--- src/shared/dual_map_pkg.sv ---
// Purpose: shared constants and register identities for the dual map decoder
// Assumes: 8-bit host bus, 3-bit register select
// Notes:   page-in command codes sit in the auxiliary command byte
package dual_map_pkg;

  // register select codes
  localparam logic [2:0] SEL_0 = 3'h0;
  localparam logic [2:0] SEL_1 = 3'h1;
  localparam logic [2:0] SEL_2 = 3'h2;
  localparam logic [2:0] SEL_3 = 3'h3;
  localparam logic [2:0] SEL_4 = 3'h4;
  localparam logic [2:0] SEL_5 = 3'h5;
  localparam logic [2:0] SEL_6 = 3'h6;
  localparam logic [2:0] SEL_7 = 3'h7;

  // auxiliary page-in command encodings
  localparam logic [7:0] A_PAGE_CMD  = 8'h50;
  localparam logic [7:0] B_PAGE_MASK = 8'hFC;
  localparam logic [7:0] B_PAGE_CODE = 8'h50;
  localparam int         SWAP_LSB    = 0;
  localparam int         SWAP_W      = 2;

  // swap choices for map B select two
  localparam logic [1:0] SWAP_MASK_TWO = 2'h0;
  localparam logic [1:0] SWAP_TERM     = 2'h1;
  localparam logic [1:0] SWAP_LINE     = 2'h2;
  localparam logic [1:0] SWAP_EXTRA    = 2'h3;

  // reset and idle values
  localparam logic [7:0] BYTE_ZERO = 8'h00;

  // every register reachable through either map
  typedef enum logic [5:0] {
    REG_NONE,
    A_RX_BYTE, A_TX_BYTE_OR_CMD,
    A_EVENT_FLAGS_ONE, A_EVENT_ENABLE_ONE,
    A_EVENT_FLAGS_TWO, A_EVENT_ENABLE_TWO,
    A_POLL_RESPONSE_STATE, A_POLL_RESPONSE_SETUP,
    A_CHIP_REVISION, A_CLOCK_DIVIDER_SETTING,
    A_ADDRESSING_STATE, A_ADDRESSING_SETUP,
    A_PASSED_COMMAND, A_AUX_COMMAND_PORT, A_HANDSHAKE_STATE,
    A_PRIMARY_ADDR_READBACK, A_OWN_BUS_ADDRESS,
    A_EVENT_FLAGS_ZERO, A_EVENT_ENABLE_ZERO,
    A_SECONDARY_ADDR_READBACK, A_TERMINATOR_CHAR,
    A_LINE_STATE, A_LINE_CONTROL,
    B_EVENT_FLAGS_ZERO, B_EVENT_ENABLE_ZERO,
    B_EVENT_FLAGS_ONE, B_EVENT_ENABLE_ONE,
    B_ADDRESSING_STATE, B_EVENT_ENABLE_TWO,
    B_TERMINATOR_CHAR, B_LINE_CONTROL, B_EXTRA_SETTINGS,
    B_LINE_STATE, B_AUX_COMMAND_PORT,
    B_EVENT_FLAGS_TWO, B_OWN_BUS_ADDRESS,
    B_POLL_RESPONSE_STATE, B_POLL_RESPONSE_SETUP,
    B_PASSED_COMMAND, B_GROUP_POLL_SETUP,
    B_RX_BYTE, B_TX_BYTE_OR_CMD
  } reg_id_t;

endpackage : dual_map_pkg

--- src/core/dual_map_host_register_decoder.sv ---
// Purpose: host register decoder with primary map A and alternate map B
// Assumes: host pins synchronous to mclk, one strobe at a time
// Notes:   decode is live; writes are handed on when the strobe ends
//
// Summary of operation
// - map A fixed registers ignore page-in
// - map A paged registers only after page-in
// - map B added registers use spare codes
// - map B swapped register appears at code two
// - swapped register stays until reswap or reset
// - map B base registers never move
// - map B status four/five only once present
// - map A page-out after next CPU access
// - DMA grant routes to data registers
`timescale 1ns/1ps

module dual_map_host_register_decoder
  import dual_map_pkg::*;
#(
  parameter logic [7:0] REVISION_ID = 8'h5A  // arbitrary value
) (
  input  wire logic       mclk,
  input  wire logic       rst,
  input  wire logic [2:0] register_pick_lines,
  input  wire logic       cs_n,
  input  wire logic       rd_n,
  input  wire logic       wr_n,
  input  wire logic       dma_grant_n,
  input  wire logic       map_b_sel,
  input  wire logic [7:0] host_bus_rx,
  output logic      [7:0] host_bus_tx,
  output logic            host_bus_tx_en_n,
  output reg_id_t         access_target,
  input  wire logic [7:0] block_rd_value,
  output logic            write_pulse,
  output reg_id_t         write_target,
  output logic      [7:0] write_byte,
  output logic            read_done_pulse,
  output reg_id_t         read_done_target,
  output logic            page_a_active,
  output logic      [1:0] swap_choice,
  output logic            extra_present
);

  typedef struct packed {
    logic       act;
    logic       is_wr;
    logic       is_dma;
    reg_id_t    tgt;
    logic [7:0] wbyte;
    logic       wpulse;
    logic       rpulse;
    logic [7:0] dout;
    logic       paged_a;
    logic [1:0] swap;
    logic       present;
  } state_t;

  state_t s_q;
  state_t s_d;
  logic   rd_act;
  logic   wr_act;
  logic   cur_act;
  logic   ended;
  logic   a_cmd;
  logic   b_cmd;
  reg_id_t live;

  // map B select two: whichever register was last swapped in
  function automatic reg_id_t swap_reg(input logic [1:0] sw);
    case (sw)
      SWAP_MASK_TWO: swap_reg = B_EVENT_ENABLE_TWO;
      SWAP_TERM:     swap_reg = B_TERMINATOR_CHAR;
      SWAP_LINE:     swap_reg = B_LINE_CONTROL;
      default:       swap_reg = B_EXTRA_SETTINGS;
    endcase
  endfunction : swap_reg

  // full decode of one access from the select lines and banking state
  function automatic reg_id_t decode(
    input logic       mb,
    input logic       pg,
    input logic [1:0] sw,
    input logic       pr,
    input logic [2:0] sel,
    input logic       wr,
    input logic       dma
  );
    decode = REG_NONE;
    if (dma) begin
      // grant overrides select and chip select
      if (mb) decode = wr ? B_TX_BYTE_OR_CMD : B_RX_BYTE;
      else    decode = wr ? A_TX_BYTE_OR_CMD : A_RX_BYTE;
    end else if (!mb) begin
      case (sel)
        SEL_0: decode = wr ? A_TX_BYTE_OR_CMD : A_RX_BYTE;
        SEL_1: decode = wr ? A_EVENT_ENABLE_ONE : A_EVENT_FLAGS_ONE;
        SEL_2: decode = wr ? A_EVENT_ENABLE_TWO : A_EVENT_FLAGS_TWO;
        SEL_3: begin
          if (pg) decode = wr ? A_CLOCK_DIVIDER_SETTING : A_CHIP_REVISION;
          else    decode = wr ? A_POLL_RESPONSE_SETUP : A_POLL_RESPONSE_STATE;
        end
        SEL_4: decode = wr ? A_ADDRESSING_SETUP : A_ADDRESSING_STATE;
        SEL_5: begin
          // aux mode write is fixed; only the read side is paged
          if (wr)      decode = A_AUX_COMMAND_PORT;
          else if (pg) decode = A_HANDSHAKE_STATE;
          else         decode = A_PASSED_COMMAND;
        end
        SEL_6: begin
          if (pg) decode = wr ? A_EVENT_ENABLE_ZERO : A_EVENT_FLAGS_ZERO;
          else    decode = wr ? A_OWN_BUS_ADDRESS : A_PRIMARY_ADDR_READBACK;
        end
        default: begin
          if (pg) decode = wr ? A_LINE_CONTROL : A_LINE_STATE;
          else    decode = wr ? A_TERMINATOR_CHAR : A_SECONDARY_ADDR_READBACK;
        end
      endcase
    end else begin
      case (sel)
        SEL_0: decode = wr ? B_EVENT_ENABLE_ZERO : B_EVENT_FLAGS_ZERO;
        SEL_1: decode = wr ? B_EVENT_ENABLE_ONE : B_EVENT_FLAGS_ONE;
        SEL_2: begin
          // nothing writable here until the first swap
          if (!wr)     decode = B_ADDRESSING_STATE;
          else if (pr) decode = swap_reg(sw);
          else         decode = REG_NONE;
        end
        SEL_3: decode = wr ? B_AUX_COMMAND_PORT : B_LINE_STATE;
        SEL_4: begin
          if (wr)      decode = B_OWN_BUS_ADDRESS;
          else if (pr) decode = B_EVENT_FLAGS_TWO;
          else         decode = REG_NONE;
        end
        SEL_5: begin
          if (wr)      decode = B_POLL_RESPONSE_SETUP;
          else if (pr) decode = B_POLL_RESPONSE_STATE;
          else         decode = REG_NONE;
        end
        SEL_6: decode = wr ? B_GROUP_POLL_SETUP : B_PASSED_COMMAND;
        default: decode = wr ? B_TX_BYTE_OR_CMD : B_RX_BYTE;
      endcase
    end
  endfunction : decode

  // strobe qualification; a strobe pair counts as no access
  always_comb begin
    rd_act  = !rd_n && wr_n && (!cs_n || !dma_grant_n);
    wr_act  = !wr_n && rd_n && (!cs_n || !dma_grant_n);
    cur_act = rd_act || wr_act;
    ended   = s_q.act && !cur_act;
    live    = decode(map_b_sel, s_q.paged_a, s_q.swap, s_q.present,
                     register_pick_lines, wr_act, !dma_grant_n);
    a_cmd   = s_q.is_wr && (s_q.tgt == A_AUX_COMMAND_PORT) && (s_q.wbyte == A_PAGE_CMD);
    b_cmd   = s_q.is_wr && (s_q.tgt == B_AUX_COMMAND_PORT)
              && ((s_q.wbyte & B_PAGE_MASK) == B_PAGE_CODE);
  end

  // next state: sample during the strobe, act on its trailing edge
  always_comb begin
    s_d        = s_q;
    s_d.wpulse = 1'b0;
    s_d.rpulse = 1'b0;
    s_d.act    = cur_act;
    if (cur_act) begin
      s_d.is_wr  = wr_act;
      s_d.is_dma = !dma_grant_n;
      s_d.tgt    = live;
    end
    // last sampled byte before the rising strobe is the one written
    if (wr_act) begin
      s_d.wbyte = host_bus_rx;
    end
    // read data held in flops so the bus sees a clean value
    if (rd_act) begin
      if (live == A_CHIP_REVISION) s_d.dout = REVISION_ID;
      else if (live == REG_NONE)   s_d.dout = BYTE_ZERO;
      else                         s_d.dout = block_rd_value;
    end
    if (ended) begin
      s_d.wpulse = s_q.is_wr;
      s_d.rpulse = !s_q.is_wr;
      // DMA cycles are not CPU accesses and leave banking alone
      if (!s_q.is_dma) begin
        s_d.paged_a = a_cmd;
        if (b_cmd) begin
          s_d.swap    = s_q.wbyte[SWAP_LSB +: SWAP_W];
          s_d.present = 1'b1;
        end
      end
    end
  end

  // single state register
  always_ff @(posedge mclk) begin
    if (rst) begin
      s_q <= '0;
    end else begin
      s_q <= s_d;
    end
  end

  // outputs
  assign access_target    = live;
  assign host_bus_tx      = s_q.dout;
  assign host_bus_tx_en_n = !rd_act;
  assign write_pulse      = s_q.wpulse;
  assign write_target     = s_q.tgt;
  assign write_byte       = s_q.wbyte;
  assign read_done_pulse  = s_q.rpulse;
  assign read_done_target = s_q.tgt;
  assign page_a_active    = s_q.paged_a;
  assign swap_choice      = s_q.swap;
  assign extra_present    = s_q.present;

  // checks kept beside the decode they guard
  chk_a_fixed_one: assert property (
    @(posedge mclk) disable iff (rst)
    (!map_b_sel && dma_grant_n && !cs_n && rd_act && register_pick_lines == SEL_1)
      |-> access_target == A_EVENT_FLAGS_ONE)
    else $error("map A select one moved");

  chk_a_paged_rev: assert property (
    @(posedge mclk) disable iff (rst)
    (!map_b_sel && dma_grant_n && !cs_n && rd_act && register_pick_lines == SEL_3)
      |-> (access_target == (page_a_active ? A_CHIP_REVISION : A_POLL_RESPONSE_STATE)))
    else $error("map A select three wrong bank");

  chk_b_added_two: assert property (
    @(posedge mclk) disable iff (rst)
    (map_b_sel && dma_grant_n && !cs_n && rd_act && register_pick_lines == SEL_4
      && extra_present) |=> host_bus_tx == $past(block_rd_value))
    else $error("map B status two not returned");

  chk_b_swap_load: assert property (
    @(posedge mclk) disable iff (rst)
    (ended && !s_q.is_dma && b_cmd)
      |=> (swap_choice == $past(s_q.wbyte[SWAP_LSB +: SWAP_W])) && extra_present)
    else $error("swap choice not loaded");

  chk_b_swap_hold: assert property (
    @(posedge mclk) disable iff (rst)
    !$stable(swap_choice) |-> $past(ended && !s_q.is_dma && b_cmd))
    else $error("swap changed without command");

  chk_b_base_fixed: assert property (
    @(posedge mclk) disable iff (rst)
    (map_b_sel && dma_grant_n && !cs_n && wr_act && register_pick_lines == SEL_3)
      |-> access_target == B_AUX_COMMAND_PORT)
    else $error("map B aux command moved");

  chk_b_absent_zero: assert property (
    @(posedge mclk) disable iff (rst)
    (map_b_sel && dma_grant_n && !cs_n && rd_act && register_pick_lines == SEL_5
      && !extra_present) |=> host_bus_tx == BYTE_ZERO)
    else $error("poll state read before present");

  chk_a_page_out: assert property (
    @(posedge mclk) disable iff (rst)
    (page_a_active && ended && !s_q.is_dma && !a_cmd) |=> !page_a_active [*2])
    else $error("page-in survived next access");

  chk_dma_route: assert property (
    @(posedge mclk) disable iff (rst)
    (!dma_grant_n && wr_act) |->
      access_target == (map_b_sel ? B_TX_BYTE_OR_CMD : A_TX_BYTE_OR_CMD))
    else $error("dma write misrouted");

  // map A decode and banking: the rest of the fixed and paged codes
  chk_a_fixed_zero: assert property (
    @(posedge mclk) disable iff (rst)
    (!map_b_sel && dma_grant_n && !cs_n && rd_act && register_pick_lines == SEL_0)
      |-> access_target == A_RX_BYTE)
    else $error("map A select zero moved");

  chk_a_fixed_two: assert property (
    @(posedge mclk) disable iff (rst)
    (!map_b_sel && dma_grant_n && !cs_n && rd_act && register_pick_lines == SEL_2)
      |-> access_target == A_EVENT_FLAGS_TWO)
    else $error("map A select two moved");

  chk_a_fixed_four: assert property (
    @(posedge mclk) disable iff (rst)
    (!map_b_sel && dma_grant_n && !cs_n && rd_act && register_pick_lines == SEL_4)
      |-> access_target == A_ADDRESSING_STATE)
    else $error("map A select four moved");

  chk_a_aux_fixed: assert property (
    @(posedge mclk) disable iff (rst)
    (!map_b_sel && dma_grant_n && !cs_n && wr_act && register_pick_lines == SEL_5)
      |-> access_target == A_AUX_COMMAND_PORT)
    else $error("map A aux mode write moved");

  chk_a_paged_six: assert property (
    @(posedge mclk) disable iff (rst)
    (!map_b_sel && dma_grant_n && !cs_n && rd_act && register_pick_lines == SEL_6)
      |-> (access_target == (page_a_active ? A_EVENT_FLAGS_ZERO : A_PRIMARY_ADDR_READBACK)))
    else $error("map A select six wrong bank");

  chk_a_paged_seven: assert property (
    @(posedge mclk) disable iff (rst)
    (!map_b_sel && dma_grant_n && !cs_n && wr_act && register_pick_lines == SEL_7)
      |-> (access_target == (page_a_active ? A_LINE_CONTROL : A_TERMINATOR_CHAR)))
    else $error("map A select seven wrong bank");

  chk_a_rev_data: assert property (
    @(posedge mclk) disable iff (rst)
    (rd_act && access_target == A_CHIP_REVISION) |=> host_bus_tx == REVISION_ID)
    else $error("revision read wrong byte");

  chk_a_page_in: assert property (
    @(posedge mclk) disable iff (rst)
    (ended && !s_q.is_dma && a_cmd) |=> page_a_active)
    else $error("page-in command not taken");

  chk_dma_keeps_bank: assert property (
    @(posedge mclk) disable iff (rst)
    (ended && s_q.is_dma) |=> page_a_active == $past(page_a_active))
    else $error("dma cycle changed page-in");

  // map B decode and DMA reads
  chk_b_base_zero: assert property (
    @(posedge mclk) disable iff (rst)
    (map_b_sel && dma_grant_n && !cs_n && rd_act && register_pick_lines == SEL_0)
      |-> access_target == B_EVENT_FLAGS_ZERO)
    else $error("map B select zero moved");

  chk_b_base_seven: assert property (
    @(posedge mclk) disable iff (rst)
    (map_b_sel && dma_grant_n && !cs_n && rd_act && register_pick_lines == SEL_7)
      |-> access_target == B_RX_BYTE)
    else $error("map B select seven moved");

  chk_b_refuse_two: assert property (
    @(posedge mclk) disable iff (rst)
    (map_b_sel && dma_grant_n && !cs_n && wr_act && register_pick_lines == SEL_2
      && !extra_present) |-> access_target == REG_NONE)
    else $error("map B select two writable before swap");

  chk_b_swap_term: assert property (
    @(posedge mclk) disable iff (rst)
    (map_b_sel && dma_grant_n && !cs_n && wr_act && register_pick_lines == SEL_2
      && extra_present && swap_choice == SWAP_TERM) |-> access_target == B_TERMINATOR_CHAR)
    else $error("terminator not at select two");

  chk_b_swap_extra: assert property (
    @(posedge mclk) disable iff (rst)
    (map_b_sel && dma_grant_n && !cs_n && wr_act && register_pick_lines == SEL_2
      && extra_present && swap_choice == SWAP_EXTRA) |-> access_target == B_EXTRA_SETTINGS)
    else $error("extra settings not at select two");

  chk_b_present_hold: assert property (
    @(posedge mclk) disable iff (rst)
    extra_present |=> extra_present)
    else $error("swap presence lost without reset");

  chk_b_flags_two: assert property (
    @(posedge mclk) disable iff (rst)
    (map_b_sel && dma_grant_n && !cs_n && rd_act && register_pick_lines == SEL_4)
      |-> (access_target == (extra_present ? B_EVENT_FLAGS_TWO : REG_NONE)))
    else $error("map B select four wrong target");

  chk_b_added_five: assert property (
    @(posedge mclk) disable iff (rst)
    (map_b_sel && dma_grant_n && !cs_n && rd_act && register_pick_lines == SEL_5
      && extra_present) |-> access_target == B_POLL_RESPONSE_STATE)
    else $error("map B poll state not at select five");

  chk_dma_read: assert property (
    @(posedge mclk) disable iff (rst)
    (!dma_grant_n && rd_act) |->
      access_target == (map_b_sel ? B_RX_BYTE : A_RX_BYTE))
    else $error("dma read misrouted");

endmodule : dual_map_host_register_decoder

--- config.mk ---
export PLATFORM = sky130hd
export DESIGN_NAME = dual_map_host_register_decoder
export DESIGN_NICKNAME = d
export VERILOG_FILES = /design/src/shared/dual_map_pkg.sv /design/src/core/dual_map_host_register_decoder.sv
export SDC_FILE = /design/constraint.sdc
export NUM_CORES = 1
export LEC_CHECK = 0
export BUFFER_PORTS_ARGS = -buffer_cell sky130_fd_sc_hd__buf_2
export CAP_MARGIN = 20
export CORE_ASPECT_RATIO = 2
export CORE_MARGIN = 4
export CORE_UTILIZATION = 51
export DETAILED_ROUTE_END_ITERATION = 10
export PLACE_DENSITY = 0.9
export SLEW_MARGIN = 20
export SYNTH_ARGS = -nofsm -noshare
export SYNTH_HDL_FRONTEND = slang
export SYNTH_SLANG_ARGS = --single-unit
--- constraint.sdc ---
create_clock -name mclk -period 2.5 [get_ports mclk]
set_input_delay 0.125 -clock mclk [delete_from_list [all_inputs] [get_ports mclk]]
set_output_delay 0.125 -clock mclk [all_outputs]
set_load 0.005 [all_outputs]
; ---- Word level (Yosys, flattened, before mapping)
; Cells that the tools add are included.
[classes]
reduce_logical = 24
bitwise = 2
n_mux = 34
eq_ne = 13
[ops]
columns = op, n
row1 = 2-to-1 mux 6 bit, 9
row2 = case mux 6 bit (7 select lines), 1
row3 = case mux 5 bit (7 select lines), 1
row4 = 2-to-1 mux 2 bit, 9
row5 = case mux 6 bit (3 select lines), 1
row6 = 2-to-1 mux 8 bit, 2
row7 = "== test 6 x 4 -> 1 bit, second input constant", 2
row8 = 2-to-1 mux 4 bit, 3
row9 = "== test 3 bit, second input constant", 3
row10 = logical AND 1 bit, 9
row11 = "== test 8 x 7 -> 1 bit, second input constant", 1
row12 = logical NOT 1 bit, 7
row13 = "== test 3 x 2 -> 1 bit, second input constant", 2
row14 = "== test 6 x 5 -> 1 bit, second input constant", 1
row15 = "== test 6 bit, second input constant", 1
row16 = logical NOT 6 bit, 1
row17 = 2-to-1 mux 1 bit, 6
row18 = 2-to-1 mux 3 bit, 2
row19 = "== test 3 x 1 -> 1 bit, second input constant", 1
row20 = logical NOT 3 bit, 1
row21 = AND reduction 3 bit, 1
row22 = "== test 2 x 1 -> 1 bit, second input constant", 1
row23 = "== test 2 bit, second input constant", 1
row24 = logical NOT 2 bit, 1
row25 = other kinds (4), 6
[word_totals]
register_bits = 31
in_bits = 26
out_inout_bits = 41

; ---- Depth between registers and ports, before layout
; Gate-level depths: netlist of run 1.
[depth]
ltp_word = 11
depth_mapped = 13
ltp_nobuf = 11

; ---- Worst setup path before layout of run 1
; OpenSTA, ideal clock, no wires.
[synth_timing]
path_type = input port to flip-flop
start = input port wr_n
end = register s_q (netlist bit host_bus_tx[3])
required_ns = 2.366
cell_stages = 12
setup_slack_ns = 0.199
arrival_time_ns = 2.167
cell_sequence = nand2b_1 buf_6 nor2_8 inv_4 clkbuf_1 ha_1 o22ai_1 o211ai_1 o211ai_1 or4_4 o21ai_1 a211oi_1
[synth_between]
elab_chain_len = 11
[synth_rtl]
columns = element, line_no
row1 = start: declaration, dual_map_host_register_decoder.sv:27  ; input wire logic wr_n,
row2 = logical NOT 1 bit, dual_map_host_register_decoder.sv:149  ; wr_act = !wr_n && rd_n && (!cs_n || !dma_grant_n);
row3 = logical AND 1 bit (2 in a row), dual_map_host_register_decoder.sv:149
row4 = 2-to-1 mux 1 bit (tied with other cells), -
row5 = 2-to-1 mux 2 bit / 2-to-1 mux 4 bit (equally long branches), "dual_map_host_register_decoder.sv:111, dual_map_host_register_decoder.sv:115, dual_map_host_register_decoder.sv:100"
row6 = case mux 5 bit (7 select lines), dual_map_host_register_decoder.sv:95  ; case (sel)
row7 = 2-to-1 mux 6 bit, dual_map_host_register_decoder.sv:94  ; end else if (!mb) begin
row8 = 2-to-1 mux 6 bit, dual_map_host_register_decoder.sv:90  ; if (dma) begin
row9 = logical NOT 6 bit, dual_map_host_register_decoder.sv:177  ; else if (live == REG_NONE) s_d.dout = BYTE_ZERO;
row10 = 2-to-1 mux 8 bit, dual_map_host_register_decoder.sv:177
row11 = 2-to-1 mux 8 bit, dual_map_host_register_decoder.sv:176  ; if (live == A_CHIP_REVISION) s_d.dout = REVISION_ID;
row12 = end signal: assignment, dual_map_host_register_decoder.sv:197  ; s_q <= '0;
row13 = end signal: assignment, dual_map_host_register_decoder.sv:199  ; s_q <= s_d;
row14 = end: declaration, dual_map_host_register_decoder.sv:59  ; state_t s_q;
; Several ways; a longest one is shown, not always the timed one.
; A chain may end at the register's enable or synchronous reset.

; ---- Worst setup path after layout of run 1
[layout_timing]
start = register s_q (netlist bit swap_choice[1])
end = register s_q (netlist bit host_bus_tx[4])
[layout_between]
elab_chain_len = 10
[layout_rtl]
columns = element, line_no
row1 = == test 2 bit (tied with other cells), dual_map_host_register_decoder.sv:71  ; case (sw)
row2 = case mux 6 bit (3 select lines) *, dual_map_host_register_decoder.sv:71
row3 = 2-to-1 mux 6 bit *, dual_map_host_register_decoder.sv:126  ; else if (pr) decode = swap_reg(sw);
row4 = 2-to-1 mux 6 bit *, dual_map_host_register_decoder.sv:125  ; if (!wr) decode = B_ADDRESSING_STATE;
row5 = case mux 6 bit (7 select lines) *, dual_map_host_register_decoder.sv:120  ; case (sel)
row6 = 2-to-1 mux 6 bit *, dual_map_host_register_decoder.sv:94
row7 = 2-to-1 mux 6 bit *, dual_map_host_register_decoder.sv:90
row8 = logical NOT 6 bit, dual_map_host_register_decoder.sv:177
row9 = 2-to-1 mux 8 bit, dual_map_host_register_decoder.sv:177
row10 = 2-to-1 mux 8 bit *, dual_map_host_register_decoder.sv:176
; Every way passes the cells marked *; elsewhere a longest branch is shown, timed or not.

==> results of run 1 <==
[routing by layer]
layer  share of wire  vias to the layer above  global-route usage
met1            0.31                      871              0.2025
met4           0.060                        0              0.1575
met5               0                        -                   0
li1                -                      942                   -
met3           0.058                       29             0.02748
met2            0.57                       86              0.3994
[state kept, by name (all words and copies together), names as in the netlist]
name	flops
swap_choice	2
read_done_pulse	1
write_byte	8
write_pulse	1
read_done_target	6
s_q	3
host_bus_tx	8
page_a_active	1
extra_present	1
[final cells by class]
cell class / count / share of cell area
clock inverters: 2 / 0.01518
multi-input cells: 174 / 0.4772
repair buffers: 71 / 0.1594
inverters: 9 / 0.01573
flip-flops and latches: 31 / 0.2690
clock buffers: 6 / 0.03579
well taps: 51 / 0.02766
[worst paths after layout]
kind / from / endpoint / depth (start not counted)
min reg2reg: host_bus_tx[7] / host_bus_tx[7] / 1
min: host_bus_rx[5] / write_byte[5] / 3
max reg2reg: swap_choice[1] / host_bus_tx[4] / 9
max: swap_choice[1] / host_bus_tx[4] / 9
[cells in the mapped netlist, drive strengths merged]
master | instances | area share
or2 | 5 | 0.015
nor3 | 8 | 0.019
nor4bb | 1 | 0.0048
a211oi | 7 | 0.025
nand4b | 1 | 0.0042
o221a | 1 | 0.0054
mux2i | 2 | 0.0097
o311a | 1 | 0.0048
nand3 | 6 | 0.014
nand2 | 29 | 0.053
nor2b | 1 | 0.0030
nand3b | 1 | 0.0054
buf | 39 | 0.14
a32o | 4 | 0.019
nor4 | 4 | 0.022
nor2 | 28 | 0.062
a311oi | 1 | 0.0072
and2b | 2 | 0.0072
clkbuf | 4 | 0.0072
nor3b | 3 | 0.013
dfxtp | 31 | 0.30
a22oi | 1 | 0.0036
o211ai | 5 | 0.025
or3b | 1 | 0.0042
and2 | 4 | 0.013
o41ai | 1 | 0.0042
o21ai | 13 | 0.033
a31oi | 5 | 0.022
o22ai | 2 | 0.0060
a21oi | 19 | 0.048
a21o | 1 | 0.0036
o31ai | 2 | 0.0072
or4 | 1 | 0.0054
ha | 5 | 0.030
nor4b | 2 | 0.0085
inv | 9 | 0.018
nand2b | 7 | 0.021
[metrics by stage]
step / hold slack [ns] / util / worst slack, ns
2_1_floorplan: 0.2610 / - / 0.1992
5_1_grt: 0.08413 / 0.5941 / 0.08683
4_1_cts: 0.07475 / 0.5941 / 0.2822
6_report: 0.07855 / 0.5941 / 0.2715
3_5_place_dp: 0.3728 / 0.5638 / 0.009001
3_3_place_gp: 0.3673 / 0.5638 / 0.1193
[critical path, stage by stage (launching register included)]
cell	delay (ns)
dfxtp_1	0.35
ha_1	0.22
nand2b_1	0.16
a31oi_1	0.33
nor3b_1	0.11
a311oi_2	0.31
buf_4	0.19
or2_2	0.14
o21ai_1	0.07
a211oi_1	0.24
[placed cells by master, fill, tap and decap left out, types with 4 or more instances in the layout]
master and count:
buf_2 66, nand3_1 6, nor2_1 26, inv_1 7, buf_4 5, o21ai_1 7, or2_2 5, ha_1 5
o211ai_1 4, o21ai_0 5, nand2_1 29, nand2b_1 7, dfxtp_1 31, a211oi_1 7, a31oi_1 4, a21oi_1 18
nor3_1 8, clkbuf_8 6, a32o_1 4
[power by group through the flow]
stage / Clock, mW / Sequential [mW] / Combinational [mW]
after floorplan: 0 / 0.543 / 0.198
after global placement: 0 / 0.547 / 0.246
after detailed placement: 0 / 0.548 / 0.250
after CTS: 0.511 / 0.537 / 0.251
after global routing: 0.530 / 0.540 / 0.277
final: 0.506 / 0.537 / 0.250
[kinds of logic (layout without fill, tap and decap cells)]
| family | count (synthesis) | count (layout) | share of synthesized area |
|---|---|---|---|
| adder cells (fa/ha/maj) | 5 | 5 | 0.03018 |
| AND/OR/NAND/NOR | 104 | 104 | 0.2764 |
| AO/OA/AOI/OAI | 63 | 63 | 0.2148 |
| flip-flops | 31 | 31 | 0.2993 |
| buffers and inverters | 52 | 88 | 0.1696 |
| multiplexers | 2 | 2 | 0.009656 |
==> impl_metrics.csv, run 1 <==
group,metric,value,unit
status,status,"complete, no violations",
power,combPwrFrac,0.193,
sta,post-route-period-util,0.8914,
synthesis,yosysWarningCount,0,
final_layout,final-seq-area,620.6,µm²
floorplan,core_region_area,3884,µm²
clocking,clk_pin_slew_worst_paths,0.07,ns
final_layout,final_cell_count_no_fill,344,
global_route,grt_max_degree,30,
sta,setup_tns,0,ns
route,num_vias,1928,
clocking,cts_tree,"yes",
synthesis,yosys.cell_types.count,52,
final_layout,fin_area,2307,µm²
clocking,cts_resized,0,
worst_setup_path,arrival,2.41,ns
sta,fin_crit,2.228,ns
worst_setup_path,startpoint_type,"flop",
power,p_total,1.293,mW
worst_setup_path,endpoint_kind,"flop",
route,drc,0,
synthesis,yosysSeqAreaShare,0.2993,
sta,skew,0.009192,ns
synthesis,synth_nets,288,
clocking,clock_sinks,31,
worst_setup_path,path_class,"reg -> reg",
power,ir_drop,0.3240,mV
route,dr.pass1.iters,4,
final_layout,drive_above_1_share,0.3447,
placement,placed_area,2190,µm²
placement,gp_congestion,0.9676,
worst_setup_path,cp.required,2.68,ns
route,wl,5229,µm
global_route,grt_pass1_vias,1904,
route,ant_nets,0,
clocking,cts_hold_buffers,0,
floorplan,die_w,53.09,µm
sta,relSlewSlack,0.6054,
final_layout,multi_input_area,1101,µm²
synthesis,netlist_instances,257,
synthesis,synth_area,2073,µm²
floorplan,ios,67,
power,p_int,0.9459,mW
final_layout,fin_nets,323,
power,p_per_area,560.2,nW/µm²
route,vias_per_cell,5.605,
floorplan,rows,32,
sta,drv_slew,0,
clocking,clkLatencyLatePin,0.28,ns
worst_setup_path,critPathMaxFanout,5,
placement,placed_cells,336,
global_route,grt_usage,0.2174,
worst_setup_path,rrSetupSlack,0.27,ns
floorplan,initial_core_util,0.5338,
sta,fmax,448.7,MHz
floorplan,fp.dieArea,5211,µm²
sta,finalHoldViolations,0,
power,clockPowerShare,0.391,
clocking,cts.path.max_buffers,2,
power,switching_share,0.2682,
clocking,root_buffer,"clkbuf_8",
final_layout,n_antenna_cell,0,
run,drv_cap,0,
sta,tightest_slew,0.5893,ns
final_layout,nFillCells,376,
global_route,grt_first_pass_wirelength,8500,µm
global_route,grt_overflow,0,
sta,finalSetupViolCount,0,
sta,rsz0062_at_grt,"no",
clocking,cts_setup_buffers,0,
power,pwr-share-seq,0.415,
final_layout,syn_to_final_growth,11.29,%
global_route,antenna_found_initial,0,
route,drtIter0Drc,31,
power,p_leak,1.002,nW
placement,dpl.hpwl,4179,µm
power,p_sw,0.3466,mW
synthesis,synth.avg_cell_area,8.067,µm²
clocking,cts_made_buffers,5,
floorplan,die_h,98.17,µm
route,wire_per_inst,15.20,µm
placement,portBuffers,66,
min_path,hold_class,"in -> reg",
clocking,htree_levels,2,
synthesis,ys_ff_latch,31,
Note: power is estimated with default switching activity, not from simulation.
==> run 2: changes to the inputs <==
==> constraint.sdc (replaced) <==
create_clock -name mclk -period 2.1 [get_ports mclk]
set_input_delay 0.105 -clock mclk [delete_from_list [all_inputs] [get_ports mclk]]
set_output_delay 0.105 -clock mclk [all_outputs]
set_load 0.005 [all_outputs]
==> impl_metrics.csv, run 2 (same netlist as run 1, synthesis figures left out) <==
group,metric,value,unit
route,drc,0,
route,dr_wl_met3,275,µm
power,p_sw,0.4405,mW
final_layout,drive_above_1_share,0.4487,
power,p_per_area,587.7,nW/µm²
power,p_total,1.518,mW
global_route,antenna_found_initial,0,
power,p_int,1.077,mW
route,wl,5697,µm
clocking,cts.path.max_buffers,2,
route,ant_nets,0,
clocking,root_buffer,"clkbuf_8",
run,drv_cap,0,
final_layout,fin_nets,342,
power,switching_share,0.2903,
power,pwr-share-seq,0.421,
clocking,clkLatencyLatePin,0.28,ns
final_layout,final_cell_mix,"66 x buf_2, 29 x nand2_1, 28 x dfxtp_1, 26 x nor2_1, 23 x buf_4",
sta,tightest_slew,0.6047,ns
route,wl_met2,3372,µm
route,wire_per_inst,15.69,µm
sta,drv_slew,0,
route,drtIter0Drc,52,
min_path,hold_class,"in -> reg",
sta,fin_crit,2.128,ns
clocking,cts_hold_buffers,0,
worst_setup_path,endpoint_kind,"flop",
route,vias_per_cell,5.579,
floorplan,rows,32,
sta,skew,0.01024,ns
floorplan,die_w,53.09,µm
status,violations,"setup timing",
floorplan,core_region_area,3884,µm²
global_route,grt_usage,0.2335,
placement,dpl.hpwl,4416,µm
power,clockPowerShare,0.343,
final_layout,n_antenna_cell,0,
final_layout,layout_commonest_cell,"buf_2",
clocking,clk_pin_slew_worst_paths,0.07,ns
placement,portBuffers,66,
status,status,"finished, violations left",
clocking,cts_tree,"yes",
sta,finalSetupViolCount,2,
floorplan,fp.dieArea,5211,µm²
final_layout,syn_to_final_growth,24.56,%
route,m1WireLength,1895,µm
route,num_vias,2025,
sta,rsz0062_at_grt,"yes",
power,ir_drop,0.4085,mV
final_layout,nFillCells,331,
power,combPwrFrac,0.236,
global_route,grt_max_degree,30,
placement,gp_congestion,0.9842,
sta,finalHoldViolations,0,
global_route,grt_pass1_vias,2044,
worst_setup_path,critPathMaxFanout,4,
worst_setup_path,path_class,"reg -> reg",
route,dr.pass1.iters,4,
route,top_layer,"met4",
floorplan,initial_core_util,0.5338,
power,p_leak,1.114,nW
worst_setup_path,cp.required,2.25,ns
sta,setup_ws,-0.02779,ns
sta,relSlewSlack,0.5951,
clocking,htree_levels,2,
global_route,grt_first_pass_wirelength,9294,µm
clocking,cts_made_buffers,5,
clocking,clock_sinks,31,
sta,fmax,470.0,MHz
floorplan,ios,67,
final_layout,finalCoreUtilization,0.6649,
floorplan,die_h,98.17,µm
worst_setup_path,arrival,2.27,ns
sta,post-route-period-util,1.013,
global_route,grt_overflow,0,
worst_setup_path,startpoint_type,"flop",
==> run 2: cell count changes in the layout (fill, tap and decap cells not counted), sizes merged <==
cell      previous run  this run
clkinvlp             0         1
clkinv               1         0
bufinv               1         0
buf                 71        90
clkbuf               6         7
==> run 2: what timing repair did <==
item | 4_1_cts | 5_1_grt
setup endpoints to repair | 9 | 10
gates resized for setup | 10 | 14
pin swaps | 6 | 12
buffers inserted | 0 | 4
==> run 2: power by group through the flow <==
stage	registers (mW)	clock network [mW]	logic (mW)
floorplan	0.646	0	0.243
global placement	0.651	0	0.322
detailed placement	0.652	0	0.327
CTS	0.638	0.525	0.338
global route	0.642	0.551	0.393
finish	0.638	0.520	0.359
==> run 2: critical path, cell delays in order (launching register included) <==
cell      delay [ns]
dfxtp_2         0.35
ha_2            0.22
or2_2           0.12
o22ai_1         0.05
a31oi_1         0.31
o211ai_4        0.15
or4_4           0.54
o21ai_2         0.17
a211oi_2        0.08
==> run 2: area by class of cell <==
cell class	instances	area (µm²)	share of cell area
Timing Repair Buffer	90	523.0	0.2025
Clock inverter	1	7.507	0.002907
Inverter	9	38.79	0.01502
Sequential cell	31	624.3	0.2418
Clock buffer	7	96.34	0.03731
Tap cell	51	63.81	0.02471
Multi-Input combinational cell	174	1229	0.4758
==> run 2: worst paths after layout <==
check,start,endpoint,slack (ns),depth (start not counted)
setup / recovery,swap_choice[1],host_bus_tx[3],-0.03,8
hold / removal,host_bus_rx[0],write_byte[0],0.06,3
setup reg to reg,swap_choice[1],host_bus_tx[3],-0.03,8
hold reg to reg,host_bus_tx[7],host_bus_tx[7],0.46,1
==> run 2: metal layers <==
layer | vias up | GRT usage
met5 | - | 0
met4 | 0 | 0.1122
met3 | 12 | 0.02595
met2 | 71 | 0.4550
met1 | 960 | 0.2214
li1 | 982 | -
==> run 2: stage by stage <==
| stage | instance area (µm²) | instances | TNS [ns] | setup WS [ns] | hold WS [ns] |
|---|---|---|---|---|---|
| detailed placement | 2337 | 351 | -0.3294 | -0.05778 | 0.3555 |
| floorplan | 2106 | 257 | -0.3657 | -0.06928 | 0.2410 |
| finish | 2582 | 363 | -0.03113 | -0.02779 | 0.05676 |
| global placement | 2337 | 351 | -0.07875 | -0.02591 | 0.3458 |
| CTS | 2484 | 359 | 0 | 0.01545 | 0.05487 |
| global route | 2582 | 363 | -0.5684 | -0.1340 | 0.05119 |
